==> src/design/csr_map.svh <==
// Register indices, field positions, reset values and decode constants.
`ifndef CSR_MAP_SVH
`define CSR_MAP_SVH
`define CSR_IDX_TERM       8'h03
`define CSR_IDX_CURR       8'h04
`define CSR_IDX_VTH        8'h05
`define CSR_TERM_SEL_LSB   0
`define CSR_C20_BIT        7
`define CSR_C10_BIT        6
`define CSR_TIED_BIT       5
`define CSR_FAST_LSB       2
`define CSR_PRE_LSB        0
`define CSR_VTH_UNUSED_BIT 7
`define CSR_RCH_LSB        5
`define CSR_DEAD_LSB       3
`define CSR_LOW_LSB        0
`define CSR_TERM_RST       8'h01
`define CSR_CURR_RST       8'h3E
`define CSR_VTH_RST        8'h6B
`define CSR_TERM_MIN       16'h0113
`define CSR_TERM_BASE      16'h0145
`define CSR_TERM_STEP      16'h00C8
`define CSR_FAST_BASE      16'h0226
`define CSR_FAST_STEP      16'h0064
`define CSR_RCH_BASE       16'h0050
`define CSR_RCH_STEP       16'h003C
`define CSR_LOW_BASE       16'h010E
`define CSR_LOW_STEP       16'h000A
`endif

==> src/design/csr_pkg.sv <==
// Types shared by the charge setpoint register bank.
package csr_pkg;
  typedef logic [7:0]  csr_byte_t;
  typedef logic [15:0] csr_val_t;
  typedef enum logic [2:0] {
    CSR_SRC_SEL = 3'b001,
    CSR_SRC_C10 = 3'b010,
    CSR_SRC_C20 = 3'b100
  } csr_term_src_t;
endpackage

==> src/design/csr_decode.sv <==
// Combinational decode of the coded setpoint fields into physical values.
`timescale 1ns/10ps
`include "csr_map.svh"
module csr_decode
  import csr_pkg::*;
(
  input  wire csr_pkg::csr_byte_t     term_reg_in,
  input  wire csr_pkg::csr_byte_t     curr_reg_in,
  input  wire csr_pkg::csr_byte_t     vth_reg_in,
  input  wire logic [15:0]            batt_capacity_in,
  output csr_pkg::csr_val_t           term_current_out,
  output csr_pkg::csr_term_src_t      term_src_out,
  output csr_pkg::csr_val_t           fast_current_out,
  output csr_pkg::csr_val_t           precharge_current_out,
  output csr_pkg::csr_val_t           recharge_hyst_out,
  output csr_pkg::csr_val_t           dead_batt_thresh_out,
  output csr_pkg::csr_val_t           low_batt_thresh_out
);
  import csr_pkg::*;

  // Linear code-to-value map: base plus code times step.
  function automatic csr_val_t lin(input logic [2:0] code, input csr_val_t base,
                                   input csr_val_t step);
    lin = 16'(base + 16'(code) * step);
  endfunction

  // Lower clamp of a capacity-derived termination current.
  function automatic csr_val_t floor_term(input csr_val_t val);
    floor_term = (val < `CSR_TERM_MIN) ? `CSR_TERM_MIN : val;
  endfunction

  logic [1:0] term_current_sel;
  logic [2:0] fast_current_sel;
  logic [1:0] precharge_current_sel;
  logic [1:0] recharge_hyst_sel;
  logic [1:0] dead_batt_thresh_sel;
  logic [2:0] low_batt_thresh_sel;

  always_comb begin
    term_current_sel      = term_reg_in[`CSR_TERM_SEL_LSB +: 2];
    fast_current_sel      = curr_reg_in[`CSR_FAST_LSB +: 3];
    precharge_current_sel = curr_reg_in[`CSR_PRE_LSB +: 2];
    recharge_hyst_sel     = vth_reg_in[`CSR_RCH_LSB +: 2];
    dead_batt_thresh_sel  = vth_reg_in[`CSR_DEAD_LSB +: 2];
    low_batt_thresh_sel   = vth_reg_in[`CSR_LOW_LSB +: 3];
    // Termination current is in 0.1 mA units; capacity is in mAh.
    if (curr_reg_in[`CSR_C20_BIT]) begin
      term_current_out = floor_term({1'b0, batt_capacity_in[15:1]});
      term_src_out     = CSR_SRC_C20;
    end else if (curr_reg_in[`CSR_C10_BIT]) begin
      term_current_out = floor_term(batt_capacity_in);
      term_src_out     = CSR_SRC_C10;
    end else begin
      term_current_out = lin({1'b0, term_current_sel}, `CSR_TERM_BASE,
                             `CSR_TERM_STEP);
      term_src_out     = CSR_SRC_SEL;
    end
    fast_current_out = lin(fast_current_sel, `CSR_FAST_BASE, `CSR_FAST_STEP);
    case (precharge_current_sel)
      2'h0:    precharge_current_out = 16'h0005;
      2'h1:    precharge_current_out = 16'h000A;
      default: precharge_current_out = 16'h0014;
    endcase
    recharge_hyst_out = lin({1'b0, recharge_hyst_sel}, `CSR_RCH_BASE,
                            `CSR_RCH_STEP);
    case (dead_batt_thresh_sel)
      2'h0:    dead_batt_thresh_out = 16'h00F0;
      2'h1:    dead_batt_thresh_out = 16'h00FA;
      2'h2:    dead_batt_thresh_out = 16'h0104;
      default: dead_batt_thresh_out = 16'h014A;
    endcase
    low_batt_thresh_out = lin(low_batt_thresh_sel, `CSR_LOW_BASE, `CSR_LOW_STEP);
  end
endmodule // csr_decode

==> src/design/csr_regs.sv <==
// APB register bank holding the charger setpoints and their decoded values.
//
// Overview of operation
// - The two-bit termination selector maps 00..11 to 32.5/52.5/72.5/92.5 mA, reset 01.
// - With the capacity/20 bit (bit 7) set, termination is capacity/20, floored at 27.5 mA.
// - With bit 6 set and bit 7 clear termination is capacity/10, else the selector applies.
// - The fast charge field in bits 4..2 selects 550 mA plus 100 mA per code, reset 111.
// - The precharge field in bits 1..0 maps to 5, 10, 20, 20 mA and resets to 10.
// - The recharge field in bits 6..5 maps to 80, 140, 200, 260 mV and resets to 11.
// - The dead battery field in bits 4..3 maps to 2.4, 2.5, 2.6, 3.3 V and resets to 01.
// - The low battery field in bits 2..0 selects 2.7 V plus 0.1 V per code, reset 011.
`timescale 1ns/10ps
`include "csr_map.svh"
module csr_regs
  import csr_pkg::*;
#(
  parameter int ADDR_W = 12
)
(
  input  wire logic                   clk_in,
  input  wire logic                   sys_rst_in,
  input  wire logic                   ce_in,
  input  wire logic                   psel_in,
  input  wire logic                   penable_in,
  input  wire logic                   pwrite_in,
  input  wire logic [ADDR_W-1:0]      paddr_in,
  input  wire logic [31:0]            pwdata_in,
  input  wire logic [3:0]             pstrb_in,
  input  wire logic [15:0]            batt_capacity_in,
  output logic [31:0]                 prdata_out,
  output logic                        pready_out,
  output logic                        pslverr_out,
  output csr_pkg::csr_byte_t          term_cfg_out,
  output csr_pkg::csr_byte_t          curr_cfg_out,
  output csr_pkg::csr_byte_t          vth_cfg_out,
  output csr_pkg::csr_val_t           term_current_out,
  output csr_pkg::csr_term_src_t      term_src_out,
  output csr_pkg::csr_val_t           fast_current_out,
  output csr_pkg::csr_val_t           precharge_current_out,
  output csr_pkg::csr_val_t           recharge_hyst_out,
  output csr_pkg::csr_val_t           dead_batt_thresh_out,
  output csr_pkg::csr_val_t           low_batt_thresh_out
);
  import csr_pkg::*;

  // Byte address of a register index.
  function automatic logic [ADDR_W-1:0] reg_addr(input logic [7:0] idx);
    reg_addr = ADDR_W'({idx, 2'b00});
  endfunction

  // Forces the fixed bits of a stored register image.
  function automatic csr_byte_t fix_bits(input logic [1:0] which, input csr_byte_t v);
    csr_byte_t r;
    r = v;
    if (which == 2'h1) begin
      r[`CSR_TIED_BIT] = 1'b1;
    end else if (which == 2'h2) begin
      r[`CSR_VTH_UNUSED_BIT] = 1'b0;
    end
    fix_bits = r;
  endfunction

  csr_byte_t     term_q, term_d;
  csr_byte_t     curr_q, curr_d;
  csr_byte_t     vth_q, vth_d;
  logic [31:0]   rdata_q, rdata_d;
  logic          ready_q, ready_d;
  logic          err_q, err_d;
  csr_val_t      term_cur_q, fast_q, pre_q, rch_q, dead_q, low_q;
  csr_term_src_t src_q;
  csr_val_t      term_cur_c, fast_c, pre_c, rch_c, dead_c, low_c;
  csr_term_src_t src_c;
  logic          hit_term, hit_curr, hit_vth, mapped;
  logic          wr_commit;

  csr_decode u_decode (
    .term_reg_in           (term_q),
    .curr_reg_in           (curr_q),
    .vth_reg_in            (vth_q),
    .batt_capacity_in      (batt_capacity_in),
    .term_current_out      (term_cur_c),
    .term_src_out          (src_c),
    .fast_current_out      (fast_c),
    .precharge_current_out (pre_c),
    .recharge_hyst_out     (rch_c),
    .dead_batt_thresh_out  (dead_c),
    .low_batt_thresh_out   (low_c)
  );

  // Bus front end: answer one cycle after setup, so pready is a flop.
  always_comb begin
    hit_term  = (paddr_in == reg_addr(`CSR_IDX_TERM));
    hit_curr  = (paddr_in == reg_addr(`CSR_IDX_CURR));
    hit_vth   = (paddr_in == reg_addr(`CSR_IDX_VTH));
    mapped    = hit_term | hit_curr | hit_vth;
    wr_commit = psel_in & penable_in & ready_q & pwrite_in & mapped & ~err_q
                & pstrb_in[0];
    ready_d   = psel_in & ~penable_in;
    // The error flag stands only in the answer cycle, so it can drive pslverr directly.
    err_d     = 1'b0;
    rdata_d   = rdata_q;
    if (psel_in & ~penable_in) begin
      err_d   = ~mapped;
      rdata_d = 32'h0000_0000;
      if (~pwrite_in) begin
        if (hit_term) begin
          rdata_d = {24'h00_0000, term_q};
        end else if (hit_curr) begin
          rdata_d = {24'h00_0000, curr_q};
        end else if (hit_vth) begin
          rdata_d = {24'h00_0000, vth_q};
        end
      end
    end
  end

  // Register image next state; only the low byte lane carries data.
  always_comb begin
    term_d = term_q;
    curr_d = curr_q;
    vth_d  = vth_q;
    if (wr_commit & hit_term) begin
      term_d = {6'h00, pwdata_in[`CSR_TERM_SEL_LSB +: 2]};
    end
    if (wr_commit & hit_curr) begin
      curr_d = fix_bits(2'h1, pwdata_in[7:0]);
    end
    if (wr_commit & hit_vth) begin
      vth_d = fix_bits(2'h2, pwdata_in[7:0]);
    end
  end

  always_ff @(posedge clk_in) begin
    if (sys_rst_in) begin
      term_q     <= `CSR_TERM_RST;
      curr_q     <= `CSR_CURR_RST;
      vth_q      <= `CSR_VTH_RST;
      rdata_q    <= 32'h0000_0000;
      ready_q    <= 1'b0;
      err_q      <= 1'b0;
      term_cur_q <= 16'h0000;
      src_q      <= CSR_SRC_SEL;
      fast_q     <= 16'h0000;
      pre_q      <= 16'h0000;
      rch_q      <= 16'h0000;
      dead_q     <= 16'h0000;
      low_q      <= 16'h0000;
    end else if (ce_in) begin
      term_q     <= term_d;
      curr_q     <= curr_d;
      vth_q      <= vth_d;
      rdata_q    <= rdata_d;
      ready_q    <= ready_d;
      err_q      <= err_d;
      term_cur_q <= term_cur_c;
      src_q      <= src_c;
      fast_q     <= fast_c;
      pre_q      <= pre_c;
      rch_q      <= rch_c;
      dead_q     <= dead_c;
      low_q      <= low_c;
    end
  end

  always_comb begin
    prdata_out            = rdata_q;
    pready_out            = ready_q;
    pslverr_out           = err_q;
    term_cfg_out          = term_q;
    curr_cfg_out          = curr_q;
    vth_cfg_out           = vth_q;
    term_current_out      = term_cur_q;
    term_src_out          = src_q;
    fast_current_out      = fast_q;
    precharge_current_out = pre_q;
    recharge_hyst_out     = rch_q;
    dead_batt_thresh_out  = dead_q;
    low_batt_thresh_out   = low_q;
  end
endmodule // csr_regs

==> config.mk <==
export PLATFORM = sky130hd
export DESIGN_NAME = csr_regs
export DESIGN_NICKNAME = d
export VERILOG_FILES = /design/src/design/csr_pkg.sv /design/src/design/csr_decode.sv /design/src/design/csr_regs.sv
export VERILOG_INCLUDE_DIRS = /design/src /design/src/design
export SDC_FILE = /design/constraint.sdc
export NUM_CORES = 1
export LEC_CHECK = 0
export ABC_AREA = 1
export BUFFER_PORTS_ARGS = -buffer_cell sky130_fd_sc_hd__buf_4
export CORE_MARGIN = 3
export CORE_UTILIZATION = 30
export DETAILED_ROUTE_END_ITERATION = 6
export SETUP_SLACK_MARGIN = 0.1
export SLEW_MARGIN = 40
export SYNTH_ARGS = -nofsm -noshare
export SYNTH_HDL_FRONTEND = slang
export SYNTH_SLANG_ARGS = --single-unit
==> constraint.sdc <==
create_clock -name clk_in -period 3.6 [get_ports clk_in]
set_clock_uncertainty 0.05 [all_clocks]
set_input_delay 0 -clock clk_in [delete_from_list [all_inputs] [get_ports clk_in]]
set_output_delay 0 -clock clk_in [all_outputs]
set_load 0.005 [all_outputs]
; Word level (Yosys, flattened, before mapping)
; Index checks and enable logic that the tools add are counted.
[totals]
output_inout_bits = 157
inputBits = 70
register_bits = 149
[op_classes]
bitwise = 15
add_sub_neg = 4
n_eq_ne = 6
muxes = 13
n_reduce_logical = 6
magnitude_cmp = 2
mul = 4
[ops]
columns = op, n
row1 = 16-bit two-way mux, 3
row2 = 9-bit case mux with 3 select lines, 1
row3 = 12-bit by 5-bit == test with 1-bit output (second input constant), 2
row4 = 8-bit two-way mux, 3
row5 = 16-bit by 9-bit < comparator with 1-bit output (second input constant), 1
row6 = 15-bit by 9-bit < comparator with 1-bit output (second input constant), 1
row7 = 15-bit two-way mux, 1
row8 = 12-bit by 4-bit == test with 1-bit output (second input constant), 1
row9 = 10-bit by 10-bit adder with 11-bit output (first input constant), 1
row10 = 9-bit by 10-bit adder with 11-bit output (first input constant), 1
row11 = 9-bit by 7-bit adder with 10-bit output (first input constant), 1
row12 = 1-bit AND, 10
row13 = 5-bit case mux with 2 select lines, 1
row14 = 7-bit by 8-bit adder with 9-bit output (first input constant), 1
row15 = 3-bit by 5-bit multiplier with 8-bit output (second input constant), 1
row16 = 2-bit AND reduction, 4
row17 = 2-bit by 5-bit multiplier with 7-bit output (second input constant), 1
row18 = 7-bit two-way mux, 1
row19 = 2-bit by 4-bit multiplier with 6-bit output (second input constant), 1
row20 = 3-bit by 3-bit multiplier with 6-bit output (second input constant), 1
row21 = 2-bit by 1-bit == test with 1-bit output (second input constant), 2
row22 = 2-bit logical NOT, 2
row23 = 3-bit two-way mux, 1
row24 = 1-bit NOT, 3
row25 = other kinds (4), 5

; Longest topological paths before layout
[logic_depth]
word_depth = 8
ltp_mapped = 11
ltp_nobuf = 11

; Modules after synthesis
; Synthesis repeated with hierarchy kept, for this count alone.
[hier_totals]
cells_unflattened = 848
hier_area_um2 = 6208.5
[by_module_without_submodules]
columns = mod, instances, cells_each, seq_area_each_um2, area_per_inst_um2
row1 = csr_regs, 1, 631, 2502.4, 4862.2
row2 = csr_decode, 1, 217, 0.0, 1346.3

; Worst setup path after synthesis
; OpenSTA, ideal clock, no wires.
[synth_timing]
kind = register -> register
startpoint = register curr_q[3], in the netlist curr_cfg_out[3]
endpoint = register fast_q[10], in the netlist fast_current_out[10]
arrival_time_ns = 1.562
path_stages_with_launch = 8
path_slack_ns = 1.914
setup_time_ns = 0.074
n_path_buf = 0
path_cell_list = dfxtp_1 -> inv_1 -> ha_1 -> inv_1 -> ha_1 -> nand3_1 -> or2_2 -> a31oi_1
[synth_between]
elab_chain_len = 2
[synth_rtl]
columns = element, line
row1 = start: declaration, csr_regs.sv:64  ; csr_byte_t curr_q, curr_d;
row2 = start signal: assignment, csr_regs.sv:136  ; curr_q <= `CSR_CURR_RST;
row3 = start signal: assignment, csr_regs.sv:150  ; curr_q <= curr_d;
row4 = 3-bit by 5-bit multiplier with 8-bit output, csr_decode.sv:24  ; lin = 16'(base + 16'(code) * step);
row5 = 10-bit by 10-bit adder with 11-bit output, csr_decode.sv:24
row6 = end signal: assignment, csr_regs.sv:157  ; fast_q <= fast_c;
row7 = end: declaration, csr_regs.sv:69  ; csr_val_t term_cur_q, fast_q, pre_q, rch_q, dead_q, low_q;
; Every way passes these cells.
; A chain may end at the register's enable or synchronous reset.

; Worst setup path after layout
[layout_timing]
startpoint = register curr_q[6], in the netlist curr_cfg_out[6]
endpoint = register term_cur_q[10], in the netlist term_current_out[10]
[layout_between]
elab_chain_len = 2
[layout_rtl]
columns = element, line
row1 = 16-bit two-way mux, csr_decode.sv:50  ; end else if (curr_reg_in[`CSR_C10_BIT]) begin
row2 = 16-bit two-way mux, csr_decode.sv:47  ; if (curr_reg_in[`CSR_C20_BIT]) begin
row3 = end signal: assignment, csr_regs.sv:155  ; term_cur_q <= term_cur_c;
row4 = end: declaration, csr_regs.sv:69
; Every way passes these cells.

==> metrics.md <==
| Metric | Value |
|---|---|
| Drt wl/cell | approximately 14 um |
| Average cell area after synthesis | ~7.2 um2 |
| Top-area cell type share of the netlist area | 34.0% |
| Port bufs | between 100 and 150 |
| Die width | 128 um |
| Synth cell types | between 40 and 50 |
| Clock Root Buffer | clkbuf_16 |
| CP Data Required Time | roughly 3.8 ns |
| I/O Pins | about 230 |
| Worst skew pair latency | roughly 0.34 ns |
| Sw frac | 25.3% |
| Post-DP HPWL | just over 9000 um |
| Initial DRC Count | 230 |
| LEAKAGE | roughly 2.9 nW |
| Vias in the first global route | between 3,000 and 4,000 |
| Initial Util | 30.7% |
| # rows | 44 |
| Met1 WL | approximately 5700 um |
| Sw Pwr | slightly above 500 uW |
| Post-synth ARST share | 0% |
| Worst-case reg-to-reg path depth | 7 |
| Seq pwr share | 43.9% |
| Fmax | between 400 and 500 MHz |
| Final WL | 12,600 um |
| Seq/Total Area, Yosys | 34.0% |
| Largest net degree at the start of global routing | 57 |
| Crit path time final | roughly 2.3 ns |
| CTS resizes | 0 |
| Max Buffers Root-to-Sink | 2 |
| Crit path buffers/inverters | 3 |
| Core area | roughly 15,000 um2 |
| Average vias per placed instance | 4.35 |
| YS warnings | 0 |
| DRC violations left | 0 |
| Netlist Area Pre-Place | roughly 4500 um2 |
| Routed vias | about 4,100 |
| Final hold vios | 0 |
| # setup viols final | 0 |
| Most used DFF post-synth | dfxtp_1 |
| Chip height | approximately 130 um |
| First-pass GRT wire length | 19,900 um |
| Worst hold path class | in2reg |
| Clk pwr share | between 40% and 50% |
| Top cell type by total area after synthesis | dfxtp_1 |
| GRT overflow | 0 |
| CTS tree | yes |
| Hold Path End | term_current_out[0] |
| GRT Util Overall | between 15 and 20% |
| Clock buffer count from CTS | 9 |
| Worst reg2reg setup slack | between 1 and 1.5 ns |
| PD cells | 350 nW/um2 |
| Max-slew violation count | 0 |
| GPL Wtd Cong | around 0.81 |
| RSZ-0062 raised after global routing | false |
| Worst Tran Pin Value | approximately 0.73 ns |
| WL met2 | 5950 um |
| Outcome | complete, no violations |
| Critical Path Source Type | register |
| Placed cell areas | roughly 5200 um2 |
| Yosys reg bits | 76 |
| Final antenna-violating net count | 0 |
| End of the worst register-to-register path | term_current_out[10] |
| Tcrit/Tclk final | roughly two thirds |
| Crit. End Element | register |
| Htree depth | 3 |
| Synth top area cells | dfxtp_1, buf_4, nand2_1 |
| Worst Path Max Fanout | 9 |
| Die area | approximately 16,000 um2 |
| Max Cap Viol | 0 |
| Hold Buf Count CTS | 24 |
| Post-synth EDFFs | 0 |
| Internal | approximately 1.5 mW |
| Combinational share of power | between 10% and 20% |
| Worst Hold Path Cells | 5 |
| Slowest stage delay, CP | between 0.5 and 0.6 ns |
| Worst-path cell chain | inv_1, nor2_2, inv_1, nor2_2, a221oi_1, a21oi_1, dlygate4sd3_1 |
| Area growth, synth to finish | 27.9% |
| Worst vdd ir | between 0.2 and 0.25 mV |
| Worst hold start | batt_capacity_in[1] |
| Largest delay share family, worst path | buffers and inverters |
| Critical Path AT | approximately 2.6 ns |
| CP Class | reg2reg |
| Highest routed layer | met4 |
| Drt pass-1 iters | 5 |
| Slowest cell on crit path | dlygate4sd3_1 |
| Post-CTS Repair Setup Buffers | 0 |
| Slew margin rel. | between 50% and 60% |
| Met3 WL | about 690 um |
| Final Cell Area | around 5700 um2 |
| Final nets | approximately 830 |
| Sum Neg Setup Slack | 0 ns |
| Synth Instances | slightly above 600 |
| Reg-to-reg startpoint | curr_cfg_out[6] |
| Clock Pin Slew Worst Setup and Hold Paths | 0.06 ns |
| ANT cells | 0 |
| Share of cells above drive strength 1 | between 20% and 30% |
| CTS Sinks | 76 |
| Antenna violations before repair | 0 |
-- cell usage after synthesis, drive strengths merged, types with 2 or more instances --
master	n
nand3b	2
nand2	125
xnor2	2
nand3	34
buf	93
a21oi	44
nor2	61
dfxtp	76
o211ai	3
o21ai	36
a211oi	2
xor2	6
ha	17
conb	2
nand4	20
clkbuf	14
inv	64
nor3	6
a31oi	6
-- per-stage QoR --
step / setup slack, ns / hold WS, ns / util (%) / total power [mW] / std cells
after floorplan: 1.91 / 0.0929 / - / 1.06 / 694
after global placement: 1.41 / 0.217 / 35.5 / 1.11 / 895
after detailed placement: 1.56 / 0.229 / 35.6 / 1.11 / 896
after CTS: 1.27 / 0.00828 / 39.3 / 2.04 / 936
after global routing: 0.998 / 0.0498 / 39.3 / 2.10 / 936
final: 1.25 / 0.0249 / 39.3 / 2.01 / 936
-- layout make-up --
cell class | count | area [um2]
flip-flops and latches | 76 | 1520
clock buffers | 12 | 267
repair buffers | 149 | 1180
fillers | 1572 | 8860
well taps | 184 | 230
clock inverters | 4 | 30.0
inverters | 65 | 244
multi-input cells | 446 | 2250
-- logic make-up after synthesis --
| family | after synthesis | synth area share (%) |
|---|---|---|
| simple gates | 251 | 26.1 |
| compound gates | 95 | 11.6 |
| flops | 76 | 34.0 |
| fa+ha+maj | 17 | 4.75 |
| buf+inv | 172 | 21.8 |
| other cells | 2 | 0.168 |
| xor+xnor | 8 | 1.56 |
-- power groups by stage --
stage	Combinational, mW	Sequential [mW]	Clock (mW)
finish	0.228	0.882	0.897
global route	0.255	0.885	0.959
CTS	0.229	0.882	0.927
detailed placement	0.209	0.901	0
global placement	0.208	0.900	0
floorplan	0.159	0.901	0
-- tightest hold or removal path, cell delays in order --
cell     delay [ns]
buf_4          0.09
inv_1          0.05
nand4_1        0.08
nand2_1        0.05
a21oi_1        0.10
-- layout by cell type, fill, tap and decap left out, types with 8 or more instances in the layout --
master,count
nand2_1,120
nor2_1,54
dlygate4sd3_1,24
nand4_1,19
conb_1,75
inv_2,8
a21oi_1,43
nand3_1,31
o21ai_0,32
inv_1,56
dfxtp_1,76
buf_4,124
ha_1,17
clkbuf_16,9
-- flip-flops by register name (all words and copies together), names as in the netlist, 5 cells and up --
name                  count
fast_current_out         10
recharge_hyst_out         5
curr_cfg_out              7
term_current_out         16
vth_cfg_out               7
low_batt_thresh_out       7
prdata_out                8
dead_batt_thresh_out      5
-- per-layer routing --
metal | global-route usage, % | vias to the layer above
li1 | - | 2102
met1 | 20.3 | 1819
met2 | 24.2 | 132
met3 | 2.96 | 17
met4 | 6.18 | 0
met5 | 0 | -
-- worst max-delay path by stage --
stage	slack, ns	from	endpoint	cells after the start
5_1_grt	1.0	curr_cfg_out[6]	term_current_out[10]	7
2_1_floorplan	1.91	curr_cfg_out[3]	fast_current_out[10]	7
3_3_place_gp	1.41	ce_in	curr_cfg_out[2]	6
6_report	1.25	curr_cfg_out[6]	term_current_out[10]	7
3_5_place_dp	1.56	ce_in	vth_cfg_out[0]	7
4_1_cts	1.27	curr_cfg_out[7]	term_current_out[10]	6
Note: power is estimated with default switching activity, not from simulation.
